[src/hw/pss_cfg.svh]
// constants of the protection switch sequencer: offsets, fields, timings
// assumes a single 25 MHz clock; times are given in microseconds
`ifndef PSS_CFG_SVH
`define PSS_CFG_SVH

// ****************************************************************
// clock and intervals
// ****************************************************************
`define PSS_CLK_MHZ 25
`define PSS_DEBOUNCE_US 2000
`define PSS_RECOVER_INT_US 500
`define PSS_RECOVER_EXT_US 100
`define PSS_STARTUP_INIT_US 24000
`define PSS_STARTUP_TIMEOUT_US 48000
`define PSS_BLANK_US 24000
`define PSS_RETRY_US 720000

// ****************************************************************
// register map
// ****************************************************************
`define PSS_ADDR_CONFIG 12'h000
`define PSS_ADDR_STATUS 12'h004
`define PSS_CFG_EXT_BIT 0
`define PSS_CFG_HOLD_BIT 1
`define PSS_CFG_RESET 2'h1
`define PSS_ST_STATE_LSB 0
`define PSS_ST_MODE_LSB 8
`define PSS_ST_FLAG_BIT 10
`define PSS_ST_CURRENT_SET_SENSE_BIT 11
`define PSS_ST_INT_BIT 12
`define PSS_ST_EXT_BIT 13
`define PSS_ST_THERM_BIT 14
`define PSS_DATA_ZERO 32'h0000_0000

`endif

[src/hw/pss_pkg.sv]
// types of the protection switch sequencer
// assumes pss_cfg.svh for all numeric constants
`default_nettype none

package pss_pkg;

    // ****************************************************************
    // sequencer states, one-hot
    // ****************************************************************
    typedef enum logic [7:0] {
        PSS_OFF        = 8'h01,
        PSS_DEBOUNCE   = 8'h02,
        PSS_RECOV_INT  = 8'h04,
        PSS_RECOV_EXT  = 8'h08,
        PSS_STARTUP    = 8'h10,
        PSS_ON         = 8'h20,
        PSS_RETRY      = 8'h40,
        PSS_LATCHED    = 8'h80
    } pss_state_e;

    // overcurrent behaviour, coded as the selector comparators report it
    typedef enum logic [1:0] {
        PSS_MODE_RETRY = 2'h0,
        PSS_MODE_LATCH = 2'h1,
        PSS_MODE_CONT  = 2'h2
    } pss_mode_e;

    typedef logic [31:0] pss_count_t;

    // synchronous comparator results
    typedef struct packed {
        logic uvAdjAboveSel;
        logic uvBelowInt;
        logic uvBelowExt;
        logic ovAdjAboveSel;
        logic ovAboveInt;
        logic ovAboveExt;
        logic outBelowUvLevel;
        logic dropAboveFlag;
        logic thermalShutdown;
        logic thermalFoldback;
        logic atCurrentLimit;
        logic severeOverload;
        logic currentSetOpen;
        logic currentSetLow;
        logic [1:0] limitBehaviourSelect;
    } pss_sense_s;

endpackage : pss_pkg

`default_nettype wire

[src/hw/pss_enable_watch.sv]
// decodes the two enable inputs and reports any toggle of either one
// assumes enables already synchronous to the clock
`default_nettype none

module pss_enable_watch (
    // clock and reset
    input wire logic clock,
    input wire logic srst,
    input wire logic ce,
    // enable inputs
    input wire logic highVoltageEnableN,
    input wire logic lowVoltageEnable,
    // decoded
    output logic enableOn,
    output logic enableToggled
);
    import pss_pkg::*;

    logic hvPrev_q;
    logic lvPrev_q;

    // ****************************************************************
    // previous levels
    // ****************************************************************
    always_ff @(posedge clock)
    begin
        if (srst)
        begin
            hvPrev_q <= 1'b1;
            lvPrev_q <= 1'b0;
        end
        else if (ce)
        begin
            hvPrev_q <= highVoltageEnableN;
            lvPrev_q <= lowVoltageEnable;
        end
    end

    // off only for high-voltage enable 1 with low-voltage enable 0
    assign enableOn = !(highVoltageEnableN && !lowVoltageEnable);
    assign enableToggled = (hvPrev_q != highVoltageEnableN) ||
                           (lvPrev_q != lowVoltageEnable);

endmodule : pss_enable_watch

`default_nettype wire

[src/hw/pss_interval_timer.sv]
// interval counter: restarts on request, counts while running
// assumes one clock with clock enable and synchronous reset
`default_nettype none

module pss_interval_timer (
    // clock and reset
    input wire logic clock,
    input wire logic srst,
    input wire logic ce,
    // control
    input wire logic restart,
    input wire logic run,
    input wire pss_pkg::pss_count_t limit,
    // result
    output logic done,
    output pss_pkg::pss_count_t count
);
    import pss_pkg::*;

    pss_count_t count_q;

    // ****************************************************************
    // counter
    // ****************************************************************
    always_ff @(posedge clock)
    begin
        if (srst)
            count_q <= 32'h0000_0000;
        else if (ce)
        begin
            if (restart)
                count_q <= 32'h0000_0000;
            else if (run && count_q != limit)
                count_q <= count_q + 32'h0000_0001;
        end
    end

    assign done = (count_q == limit);
    assign count = count_q;

endmodule : pss_interval_timer

`default_nettype wire

[src/hw/pss_sequencer.sv]
// protection switch sequencer top: gates, fault flag, apb registers
// assumes comparator inputs synchronous to the 25 MHz clock
//
// What this block does
// - off only when hvEnN=1 and lvEn=0
// - undervoltage threshold selected by adjust input
// - undervoltage holds internal switch off, flag asserted
// - overvoltage threshold selected by adjust input
// - overvoltage turns switch off, flag asserted
// - lockout clears: debounce, internal, external, flag released
// - turn on only after full debounce
// - skip debounce after lockout if output high
// - enable-caused turn-on always debounces
// - enable toggle clears short-circuit latch
// - startup interval limits current continuously
// - thermal foldback forces thermal power regulation
// - output not charged by timeout: latch off
// - startup timeout also after lockout restart
// - open current-set input blocks all current
// - first exit checks current-set resistor
// - mode sampled only after successful startup
// - ground retry, open continuous, resistor latch
// - severe overload turns both switches off
// - severe overload recovers within recovery delay
// - persisting overload handled per selected mode
// - autoretry: blanking, reset on clear, retry wait
// - latch-off: stay off after blanking expires
// - flag low for drop, thermal, resistor, lockout
//
// Decided for this implementation: the APB slave port and the register addresses.
`include "pss_cfg.svh"
`default_nettype none

module pss_sequencer #(
    parameter int unsigned DebounceCycles =
        `PSS_DEBOUNCE_US * `PSS_CLK_MHZ,
    parameter int unsigned RecoverIntCycles =
        `PSS_RECOVER_INT_US * `PSS_CLK_MHZ,
    parameter int unsigned RecoverExtCycles =
        `PSS_RECOVER_EXT_US * `PSS_CLK_MHZ,
    parameter int unsigned StartupInitCycles =
        `PSS_STARTUP_INIT_US * `PSS_CLK_MHZ,
    parameter int unsigned StartupTimeoutCycles =
        `PSS_STARTUP_TIMEOUT_US * `PSS_CLK_MHZ,
    parameter int unsigned BlankCycles = `PSS_BLANK_US * `PSS_CLK_MHZ,
    parameter int unsigned RetryCycles = `PSS_RETRY_US * `PSS_CLK_MHZ
) (
    // clock, reset, enable
    input wire logic clock,
    input wire logic srst,
    input wire logic ce,
    // supervisor enables
    input wire logic highVoltageEnableN,
    input wire logic lowVoltageEnable,
    // comparator results
    input wire pss_pkg::pss_sense_s sense,
    // apb slave
    input wire logic psel,
    input wire logic penable,
    input wire logic pwrite,
    input wire logic [11:0] paddr,
    input wire logic [31:0] pwdata,
    output logic [31:0] prdata,
    output logic pready,
    output logic pslverr,
    // switch control
    output logic intGateOn,
    output logic extGateOn,
    output logic currentBlocked,
    output logic limitContinuous,
    output logic thermalRegulate,
    output logic uvExtSelected,
    output logic ovExtSelected,
    // open-drain fault flag
    output logic faultFlagOut,
    output logic faultFlagOe
);
    import pss_pkg::*;

    // ****************************************************************
    // declarations
    // ****************************************************************
    pss_state_e state_q;
    pss_state_e state_d;
    pss_mode_e mode_q;
    logic [1:0] config_q;
    logic setiChecked_q;
    logic setiFault_q;
    logic fromLockout_q;
    logic intGate_q;
    logic extGate_q;
    logic flagOe_q;
    logic currentBlocked_q;
    logic limitCont_q;
    logic thermReg_q;
    logic uvExt_q;
    logic ovExt_q;
    logic [31:0] prdata_q;
    logic pready_q;
    logic pslverr_q;
    logic enableOn;
    logic enableToggled;
    logic uvFault;
    logic ovFault;
    logic inputFault;
    logic stateDone;
    logic blankDone;
    logic blankRun;
    logic goOff;
    pss_count_t stateLimit;
    pss_count_t stateCount;

    function automatic logic addrMapped(input logic [11:0] a);
        addrMapped = (a == `PSS_ADDR_CONFIG) || (a == `PSS_ADDR_STATUS);
    endfunction : addrMapped

    // ****************************************************************
    // enables and lockout
    // ****************************************************************
    pss_enable_watch u_enable (
        .clock(clock),
        .srst(srst),
        .ce(ce),
        .highVoltageEnableN(highVoltageEnableN),
        .lowVoltageEnable(lowVoltageEnable),
        .enableOn(enableOn),
        .enableToggled(enableToggled)
    );

    // threshold choice by adjust input level
    assign uvFault = sense.uvAdjAboveSel ? sense.uvBelowExt :
                     sense.uvBelowInt;
    assign ovFault = sense.ovAdjAboveSel ? sense.ovAboveExt :
                     sense.ovAboveInt;
    assign inputFault = uvFault || ovFault;
    assign goOff = inputFault || !enableOn ||
                   config_q[`PSS_CFG_HOLD_BIT];

    // ****************************************************************
    // interval timers
    // ****************************************************************
    always_comb
    begin
        case (state_q)
            PSS_DEBOUNCE: stateLimit = pss_count_t'(DebounceCycles);
            PSS_RECOV_INT: stateLimit = pss_count_t'(RecoverIntCycles);
            PSS_RECOV_EXT: stateLimit = pss_count_t'(RecoverExtCycles);
            PSS_STARTUP: stateLimit = pss_count_t'(StartupTimeoutCycles);
            PSS_RETRY: stateLimit = pss_count_t'(RetryCycles);
            default: stateLimit = 32'h0000_0000;
        endcase
    end

    pss_interval_timer u_stateTimer (
        .clock(clock),
        .srst(srst),
        .ce(ce),
        .restart(state_d != state_q),
        .run(1'b1),
        .limit(stateLimit),
        .done(stateDone),
        .count(stateCount)
    );

    // blanking runs only at the limit and outside foldback
    assign blankRun = (state_q == PSS_ON) && sense.atCurrentLimit &&
                      !sense.thermalFoldback && mode_q != PSS_MODE_CONT;

    pss_interval_timer u_blankTimer (
        .clock(clock),
        .srst(srst),
        .ce(ce),
        .restart(!blankRun),
        .run(blankRun),
        .limit(pss_count_t'(BlankCycles)),
        .done(blankDone),
        .count()
    );

    // ****************************************************************
    // state machine
    // ****************************************************************
    always_comb
    begin
        state_d = state_q;
        case (state_q)
            PSS_OFF:
                if (!goOff && !sense.thermalShutdown &&
                    !(setiChecked_q ? setiFault_q : sense.currentSetLow))
                begin
                    if (fromLockout_q && !sense.outBelowUvLevel)
                        state_d = PSS_RECOV_INT;
                    else
                        state_d = PSS_DEBOUNCE;
                end
            PSS_DEBOUNCE:
                if (goOff)
                    state_d = PSS_OFF;
                else if (stateDone)
                    state_d = PSS_RECOV_INT;
            PSS_RECOV_INT:
                if (goOff)
                    state_d = PSS_OFF;
                else if (stateDone)
                    state_d = PSS_RECOV_EXT;
            PSS_RECOV_EXT:
                if (goOff)
                    state_d = PSS_OFF;
                else if (sense.severeOverload)
                    state_d = PSS_RECOV_INT;
                else if (stateDone)
                    state_d = PSS_STARTUP;
            PSS_STARTUP:
                if (goOff)
                    state_d = PSS_OFF;
                else if (sense.severeOverload)
                    state_d = PSS_RECOV_INT;
                else if (stateDone)
                    state_d = sense.dropAboveFlag ? PSS_LATCHED
                                                  : PSS_ON;
            PSS_ON:
                if (goOff)
                    state_d = PSS_OFF;
                else if (sense.severeOverload)
                    state_d = PSS_RECOV_INT;
                else if (sense.thermalShutdown)
                    state_d = (mode_q == PSS_MODE_LATCH) ? PSS_LATCHED
                                                         : PSS_OFF;
                else if (blankDone && blankRun)
                    state_d = (mode_q == PSS_MODE_LATCH) ? PSS_LATCHED
                                                 : PSS_RETRY;
            PSS_RETRY:
                if (goOff)
                    state_d = PSS_OFF;
                else if (stateDone)
                    state_d = PSS_RECOV_INT;
            PSS_LATCHED:
                if (enableToggled || uvFault)
                    state_d = PSS_OFF;
            default:
                state_d = PSS_OFF;
        endcase
    end

    always_ff @(posedge clock)
    begin
        if (srst)
            state_q <= PSS_OFF;
        else if (ce)
            state_q <= state_d;
    end

    // ****************************************************************
    // mode, resistor check, lockout memory
    // ****************************************************************
    always_ff @(posedge clock)
    begin
        if (srst)
            mode_q <= PSS_MODE_CONT;
        else if (ce && state_q == PSS_STARTUP && state_d == PSS_ON)
        begin
            case (sense.limitBehaviourSelect)
                2'h0: mode_q <= PSS_MODE_RETRY;
                2'h1: mode_q <= PSS_MODE_LATCH;
                default: mode_q <= PSS_MODE_CONT;
            endcase
        end
    end

    always_ff @(posedge clock)
    begin
        if (srst)
        begin
            setiChecked_q <= 1'b0;
            setiFault_q <= 1'b0;
        end
        else if (ce && !setiChecked_q && state_q == PSS_OFF &&
                 !goOff && !sense.thermalShutdown)
        begin
            setiChecked_q <= 1'b1;
            setiFault_q <= sense.currentSetLow;
        end
    end

    always_ff @(posedge clock)
    begin
        if (srst)
            fromLockout_q <= 1'b0;
        else if (ce)
        begin
            if (inputFault)
                fromLockout_q <= 1'b1;
            else if (enableToggled || state_d == PSS_STARTUP)
                fromLockout_q <= 1'b0;
        end
    end

    // ****************************************************************
    // outputs
    // ****************************************************************
    always_ff @(posedge clock)
    begin
        if (srst)
        begin
            intGate_q <= 1'b0;
            extGate_q <= 1'b0;
            flagOe_q <= 1'b0;
            currentBlocked_q <= 1'b1;
            limitCont_q <= 1'b1;
            thermReg_q <= 1'b0;
            uvExt_q <= 1'b0;
            ovExt_q <= 1'b0;
        end
        else if (ce)
        begin
            intGate_q <= (state_d == PSS_RECOV_EXT ||
                          state_d == PSS_STARTUP || state_d == PSS_ON) &&
                         !sense.severeOverload && !inputFault;
            extGate_q <= (state_d == PSS_STARTUP || state_d == PSS_ON) &&
                         config_q[`PSS_CFG_EXT_BIT] &&
                         !sense.severeOverload && !inputFault;
            flagOe_q <= sense.dropAboveFlag || sense.thermalShutdown ||
                        setiFault_q || inputFault ||
                        (fromLockout_q && state_d != PSS_STARTUP &&
                         state_d != PSS_ON);
            currentBlocked_q <= sense.currentSetOpen;
            limitCont_q <= (state_d == PSS_STARTUP) ||
                           (mode_q == PSS_MODE_CONT);
            thermReg_q <= sense.thermalFoldback && intGate_q;
            uvExt_q <= sense.uvAdjAboveSel;
            ovExt_q <= sense.ovAdjAboveSel;
        end
    end

    assign intGateOn = intGate_q;
    assign extGateOn = extGate_q;
    assign faultFlagOe = flagOe_q;
    assign faultFlagOut = 1'b0;
    assign currentBlocked = currentBlocked_q;
    assign limitContinuous = limitCont_q;
    assign thermalRegulate = thermReg_q;
    assign uvExtSelected = uvExt_q;
    assign ovExtSelected = ovExt_q;

    // ****************************************************************
    // apb slave, one wait state
    // ****************************************************************
    always_ff @(posedge clock)
    begin
        if (srst)
        begin
            pready_q <= 1'b0;
            pslverr_q <= 1'b0;
            prdata_q <= `PSS_DATA_ZERO;
        end
        else if (ce)
        begin
            pready_q <= psel && penable && !pready_q;
            if (psel && penable && !pready_q)
            begin
                pslverr_q <= !addrMapped(paddr);
                prdata_q <= `PSS_DATA_ZERO;
                if (!pwrite && paddr == `PSS_ADDR_CONFIG)
                    prdata_q[1:0] <= config_q;
                else if (!pwrite && paddr == `PSS_ADDR_STATUS)
                begin
                    prdata_q[`PSS_ST_STATE_LSB +: 8] <= state_q;
                    prdata_q[`PSS_ST_MODE_LSB +: 2] <= mode_q;
                    prdata_q[`PSS_ST_FLAG_BIT] <= flagOe_q;
                    prdata_q[`PSS_ST_CURRENT_SET_SENSE_BIT] <= setiFault_q;
                    prdata_q[`PSS_ST_INT_BIT] <= intGate_q;
                    prdata_q[`PSS_ST_EXT_BIT] <= extGate_q;
                    prdata_q[`PSS_ST_THERM_BIT] <= thermReg_q;
                end
            end
            else
            begin
                pslverr_q <= 1'b0;
            end
        end
    end

    always_ff @(posedge clock)
    begin
        if (srst)
            config_q <= `PSS_CFG_RESET;
        else if (ce && psel && penable && pready_q && pwrite &&
                 paddr == `PSS_ADDR_CONFIG)
            config_q <= pwdata[1:0];
    end

    assign prdata = prdata_q;
    assign pready = pready_q;
    assign pslverr = pslverr_q;
endmodule : pss_sequencer

`default_nettype wire

[config.mk]
export PLATFORM = sky130hd
export DESIGN_NAME = pss_sequencer
export DESIGN_NICKNAME = d
export VERILOG_FILES = /design/src/hw/pss_pkg.sv /design/src/hw/pss_enable_watch.sv /design/src/hw/pss_interval_timer.sv /design/src/hw/pss_sequencer.sv
export VERILOG_INCLUDE_DIRS = /design/src /design/src/hw
export SDC_FILE = /design/constraint.sdc
export NUM_CORES = 1
export LEC_CHECK = 0
export ABC_CLOCK_PERIOD_IN_PS = 10000
export CORE_ASPECT_RATIO = 0.6
export CORE_MARGIN = 4
export CORE_UTILIZATION = 40
export CTS_BUF_LIST = sky130_fd_sc_hd__clkbuf_4 sky130_fd_sc_hd__clkbuf_8
export DETAILED_ROUTE_END_ITERATION = 8
export DONT_BUFFER_PORTS = 1
export PLACE_DENSITY = 0.61
export SLEW_MARGIN = 20
export SYNTH_ARGS = -nofsm -noshare
export SYNTH_HDL_FRONTEND = slang
export SYNTH_SLANG_ARGS = --single-unit
[constraint.sdc]
create_clock -name clock -period 10 [get_ports clock]
set_input_delay 3 -clock clock [delete_from_list [all_inputs] [get_ports clock]]
set_output_delay 3 -clock clock [all_outputs]
set_load 0.01 [all_outputs]
# After elaboration in Yosys (flattened, before gate mapping)
# Cells that the tools add are included.
# W data, S select, Z words.
# word_totals
reg_bits	106
latchBits	0
ramBits	0
rom_bits	0
elab_cells	153
mem_count	0
# classes
add_sub_neg	2
n_mul	0
div	0
magnitude_cmp	0
eq_ne	26
n_shift	0
muxes	36
bitwise_logic	0
n_reduce_logical	68
# ops
cell	n
$mux W8	19
$mux W32	4
$pmux W25 S5	1
$add A32 B1 Y32 const B	2
$pmux W8 S7	1
$eq A32 B20 Y1 const B	1
$eq A32 B25 Y1	1
$logic_and A1 B1 Y1	32
$ne A32 B20 Y1 const B	1
$ne A32 B25 Y1	1
$eq A8 B4 Y1 const B	2
$eq A8 B5 Y1 const B	2
$eq A8 B6 Y1 const B	2
$logic_or A1 B1 Y1	15
$mux W15	1
$mux W13	1
$eq A12 B3 Y1 const B	1
$logic_not A1 Y1	12
$logic_not A12 Y1	1
$eq A8 B1 Y1 const B	1
$eq A8 B2 Y1 const B	1
$eq A8 B3 Y1 const B	1
$eq A8 B7 Y1 const B	1
$eq A8 B8 Y1 const B	1
other kinds (16)	27

# Longest topological paths before layout
# depth
depth_word	15
ltp_mapped	14
ltp_nobuf	11

# Modules after synthesis
# A second synthesis with hierarchy kept.
# unflattened
hier_cells	907
area_unflattened_um2	7010.5
# by_module_without_submodules
module	n_inst	cells_per_inst	area_per_inst_um2	seq_area_each_um2
pss_interval_timer	2	288	2202.1	640.6
pss_sequencer	1	321	2509.9	800.8
pss_enable_watch	1	10	96.3	40.0

# Least setup slack after synthesis
# Ideal clock, no wire load.
# synth_path
path_kind	input to register
from	input sense[15] in the netlist's numbering
to	register u_stateTimer.count_q[15], in the netlist u_stateTimer.count[15]
arrival_time_ns	5.288
t_required_ns	9.915
path_slack_ns	4.627
stages	11
path_buffers	3
cell_sequence	mux2i_1 -> nand2_1 -> or2_1 -> clkbuf_1 -> or3_1 -> a2111oi_2 -> o221a_1 -> buf_4 -> nand3_4 -> buf_6 -> o31ai_2
# synth_between
elab_chain_len	12
elab_cells_between_ends	20
classes_between	1 x eq/ne; 10 x mux; 9 x reduce/logical
# synth_rtl
element	line	rtl
start, declared	pss_sequencer.sv:56	input wire pss_pkg::pss_sense_s sense,
$mux W1 (*)	pss_sequencer.sv:131	assign uvFault = sense.uvAdjAboveSel ? sense.uvBelowExt :
$logic_or A1 B1 Y1	pss_sequencer.sv:135	assign inputFault = uvFault || ovFault;
$logic_or A1 B1 Y1 (2 in a row)	pss_sequencer.sv:136	assign goOff = inputFault || !enableOn ||
$logic_not A1 Y1	pss_sequencer.sv:188	if (!goOff && !sense.thermalShutdown &&
$logic_and A1 B1 Y1 (2 in a row)	pss_sequencer.sv:188	
$mux W8	pss_sequencer.sv:188	
$pmux W8 S7 (*)	pss_sequencer.sv:186	case (state_q)
$ne A8 B8 Y1 (*)	pss_sequencer.sv:158	.restart(state_d != state_q),
$reduce_bool A2 Y1 (no line)	-	
$reduce_and A2 Y1 (no line)	-	
end signal, assigned	pss_interval_timer.sv:34	count_q <= count_q + 32'h0000_0001;
end, declared	pss_interval_timer.sv:20	pss_count_t count_q;
# Mark *: on every way between the ends. The rest lies on a longest branch, timed or not.
# A chain may end at the register's enable or synchronous reset.

# Worst setup path in the final report
# layout_path
from	input sense[15] in the netlist's numbering
to	register u_stateTimer.count_q[21], in the netlist u_stateTimer.count[21]
# The elaborated chain is that of the path after synthesis.

==> reports/results.ini <==
[place]
placedInstanceArea_um2 = 6360
portBuffers = 0
hpwl_mm = 12.3
gp_routability_congestion = 0.972

[layout]
final_area_um2 = 6550
antenna_cells = 0
areaGrowthSynthToFinish_pct = 3.19
nNetsFinal = 856
final_layout_size_suffix_gt1_share_pct = 6.34
mostFrequentLayoutCells = 106 x dfxtp_1, 97 x nor2_1, 79 x nand2_1
final_common_cell = dfxtp_1

[detailed_routing]
drt-initial-drc-count = 478
vias = 5759
antenna_left = 0
wl_per_cell_um = 17.4
totalWireLength_mm = 17.2
viasPerCell = 5.81
drc = 0
firstDrtPassIters = 5

[logic_synthesis]
ys.flop_type = dfxtp_1
yosysUniqueCellTypes = 75
synth.avg_cell_area_um2 = 7.78
yosysWarnings = 0
synth_seq_cells = 106
syn_inst = 816
synth.cell_area_um2 = 6340
synthTopCellsByArea = dfxtp_1 33%, nor2_1 5.8%, nand2_1 4.7%
synthArstFlopShare_pct = 0
yosysSeqAreaShare_pct = 33.4
synth_top_cell_area_share_pct = 33.4
synth_edf_count = 0
yosysTopAreaCell = dfxtp_1

[grt]
antenna_found_initial = 0
overflow = 0
grt_pass1_vias = 5099
grt_max_degree = 45
globalRouteTotalUtil_pct = 18.9
grt_pass1_wl_mm = 27.8

[critical_path]
path_buf_inv = 1
critical_path_class = primary input to register
crit_chain = mux2i_1 -> and4b_1 -> o31ai_1 -> a2111oi_2 -> nand4_1 -> a2111oi_2 -> o221a_1 -> buf_4 -> nand3_4 -> o41ai_2
cp.arrival_ps = 6260
worst_path_largest_cell_delay_ps = 450
worstPathMaxFanout = 43
cp-end-kind = register
worst_path_most_repeated_cell = a2111oi_2
cpMaxStageDelayCell = and4b_1
required_ps = 10280
startpoint_type = primary input
cpLargestDelayFamily = compound AO/OA/AOI/OAI gates

[floorplanning]
die-area_um2 = 18000
initial_core_util_pct = 41.0
die_y_um = 106
die_w_um = 171
fp-row-count = 35
io_pins = 111
core-area_um2 = 15500

[cts]
cts_setup_buffers = 0
cts_made_buffers = 9
cts_sinks = 106
clk_pin_slew_ps = 110
clock_latency_ps = 390
ctsHtreeMaxLevel = 3
cts_buffer_depth = 2
cts_root_buf = clkbuf_8
cts_tree = done
cts-resized-gates = 0
cts-hold-fix-buffers = 0

[min_path]
min_path_type = register to register

[sta]
fin_tns_setup_ps = 0
worst_pin_slew_ps = 718
setup_violations = 0
fmax_mhz = 167
min_period_over_period_pct = 59.8
min_period_ps = 5980
rsz0062_at_grt = false
maxSlewHeadroom_pct = 52.1
hold_viol_final = 0
slew_violations = 0
final.setup_skew_ps = 20.4

[power_and_ir_drop]
leakagePower_uw = 0.00223
powerDensity_nw_per_um2 = 115
ir_drop_uv = 60.3

[run]
maxCapViolations = 0

[run_status]
status = finished, final reports clean

-- cells by family after synthesis --
logic type                 count (synthesis)  synth area share, %
and+or+nand+nor                          427                 35.8
AOI/OAI and AO/OA                        128                 14.8
buffers and inverters                     97                 7.47
other                                      1               0.0591
xor gates and xnor gates                  38                 5.25
DFF                                      106                 33.4
adders and majority gates                  4                0.789
muxes                                     15                 2.37
-- stage by stage --
stage                     instances  setup slack (ps)  power (uW)  hold WS, ps  util [%]
final                           992              4020         750          508      42.4
after global placement          976              3710         489          481      41.1
after floorplan                 833              4630         489          464         -
after detailed placement        976              3740         490          487      41.1
after global routing            992              3810         783          514      42.4
after CTS                       992              4110         755          509      42.4
-- synth_stat cells (15+ instances only) --
cell and count:
clkbuf_1 23, inv_1 31, a22oi_1 15, buf_4 20, a21oi_1 19, nor3_1 21, nand3_1 57, nor4_1 27
nand4_1 41, dfxtp_1 106, buf_2 16, xnor2_1 20, xor2_1 18, nor2_1 98, mux2i_1 15, nand2_1 79
o21ai_0 18
-- per-layer routing --
layer,vias to the layer above,wire length [um],global-route usage [%]
li1,2860,-,-
met1,2658,9120,31.3
met2,222,6200,22.9
met3,19,1710,5.88
met4,0,195,3.70
met5,-,0,0
-- tightest hold or removal path, stage by stage, from the launching register on --
cell	delay, ps
dfxtp_1	360
nand2_1	70
a21oi_1	50
-- where the power goes --
group	leakage [uW]	internal (uW)	switching, uW
Sequential	0.000856	425	4.77
Combinational	0.00127	14.6	36.9
Clock	0.0000987	100	169
Total	0.00223	540	211
-- state kept, by name (all words and copies together) (netlist names) --
signal and cells:
faultFlagOe 1, ovExtSelected 1, extGateOn 1, currentBlocked 1, setiChecked_q 1, thermalRegulate 1
pslverr 1, prdata 15, u_enable.hvPrev_q 1, mode_q 2, pready 1, u_blankTimer.count 32
setiFault_q 1, config_q 2, uvExtSelected 1, u_stateTimer.count 32, fromLockout_q 1, state_q 8
u_enable.lvPrev_q 1, limitContinuous 1, intGateOn 1
-- layout make-up --
class                           instances  area, um2
Inverter                               32        120
Multi-Input combinational cell        630       3820
Clock buffer                           10        131
Fill cell                            1552       8910
Timing Repair Buffer                    5       37.5
Tap cell                              203        254
Sequential cell                       106       2120
Clock inverter                          6       57.6
-- final timing paths --
check | endpoint | depth (start not counted) | slack (ps) | from
setup / recovery | u_stateTimer.count[21]$_SDFFE_PP0P_ | 10 | 4020 | sense[15]
hold / removal | prdata[1]$_SDFFE_PP0P_ | 2 | 510 | prdata[1]$_SDFFE_PP0P_
hold reg to reg | prdata[1]$_SDFFE_PP0P_ | 2 | 510 | prdata[1]$_SDFFE_PP0P_
setup reg to reg | u_stateTimer.count[21]$_SDFFE_PP0P_ | 10 | 5810 | state_q[0]$_SDFFE_PP1P_
Power figures use the tool's default switching activity.
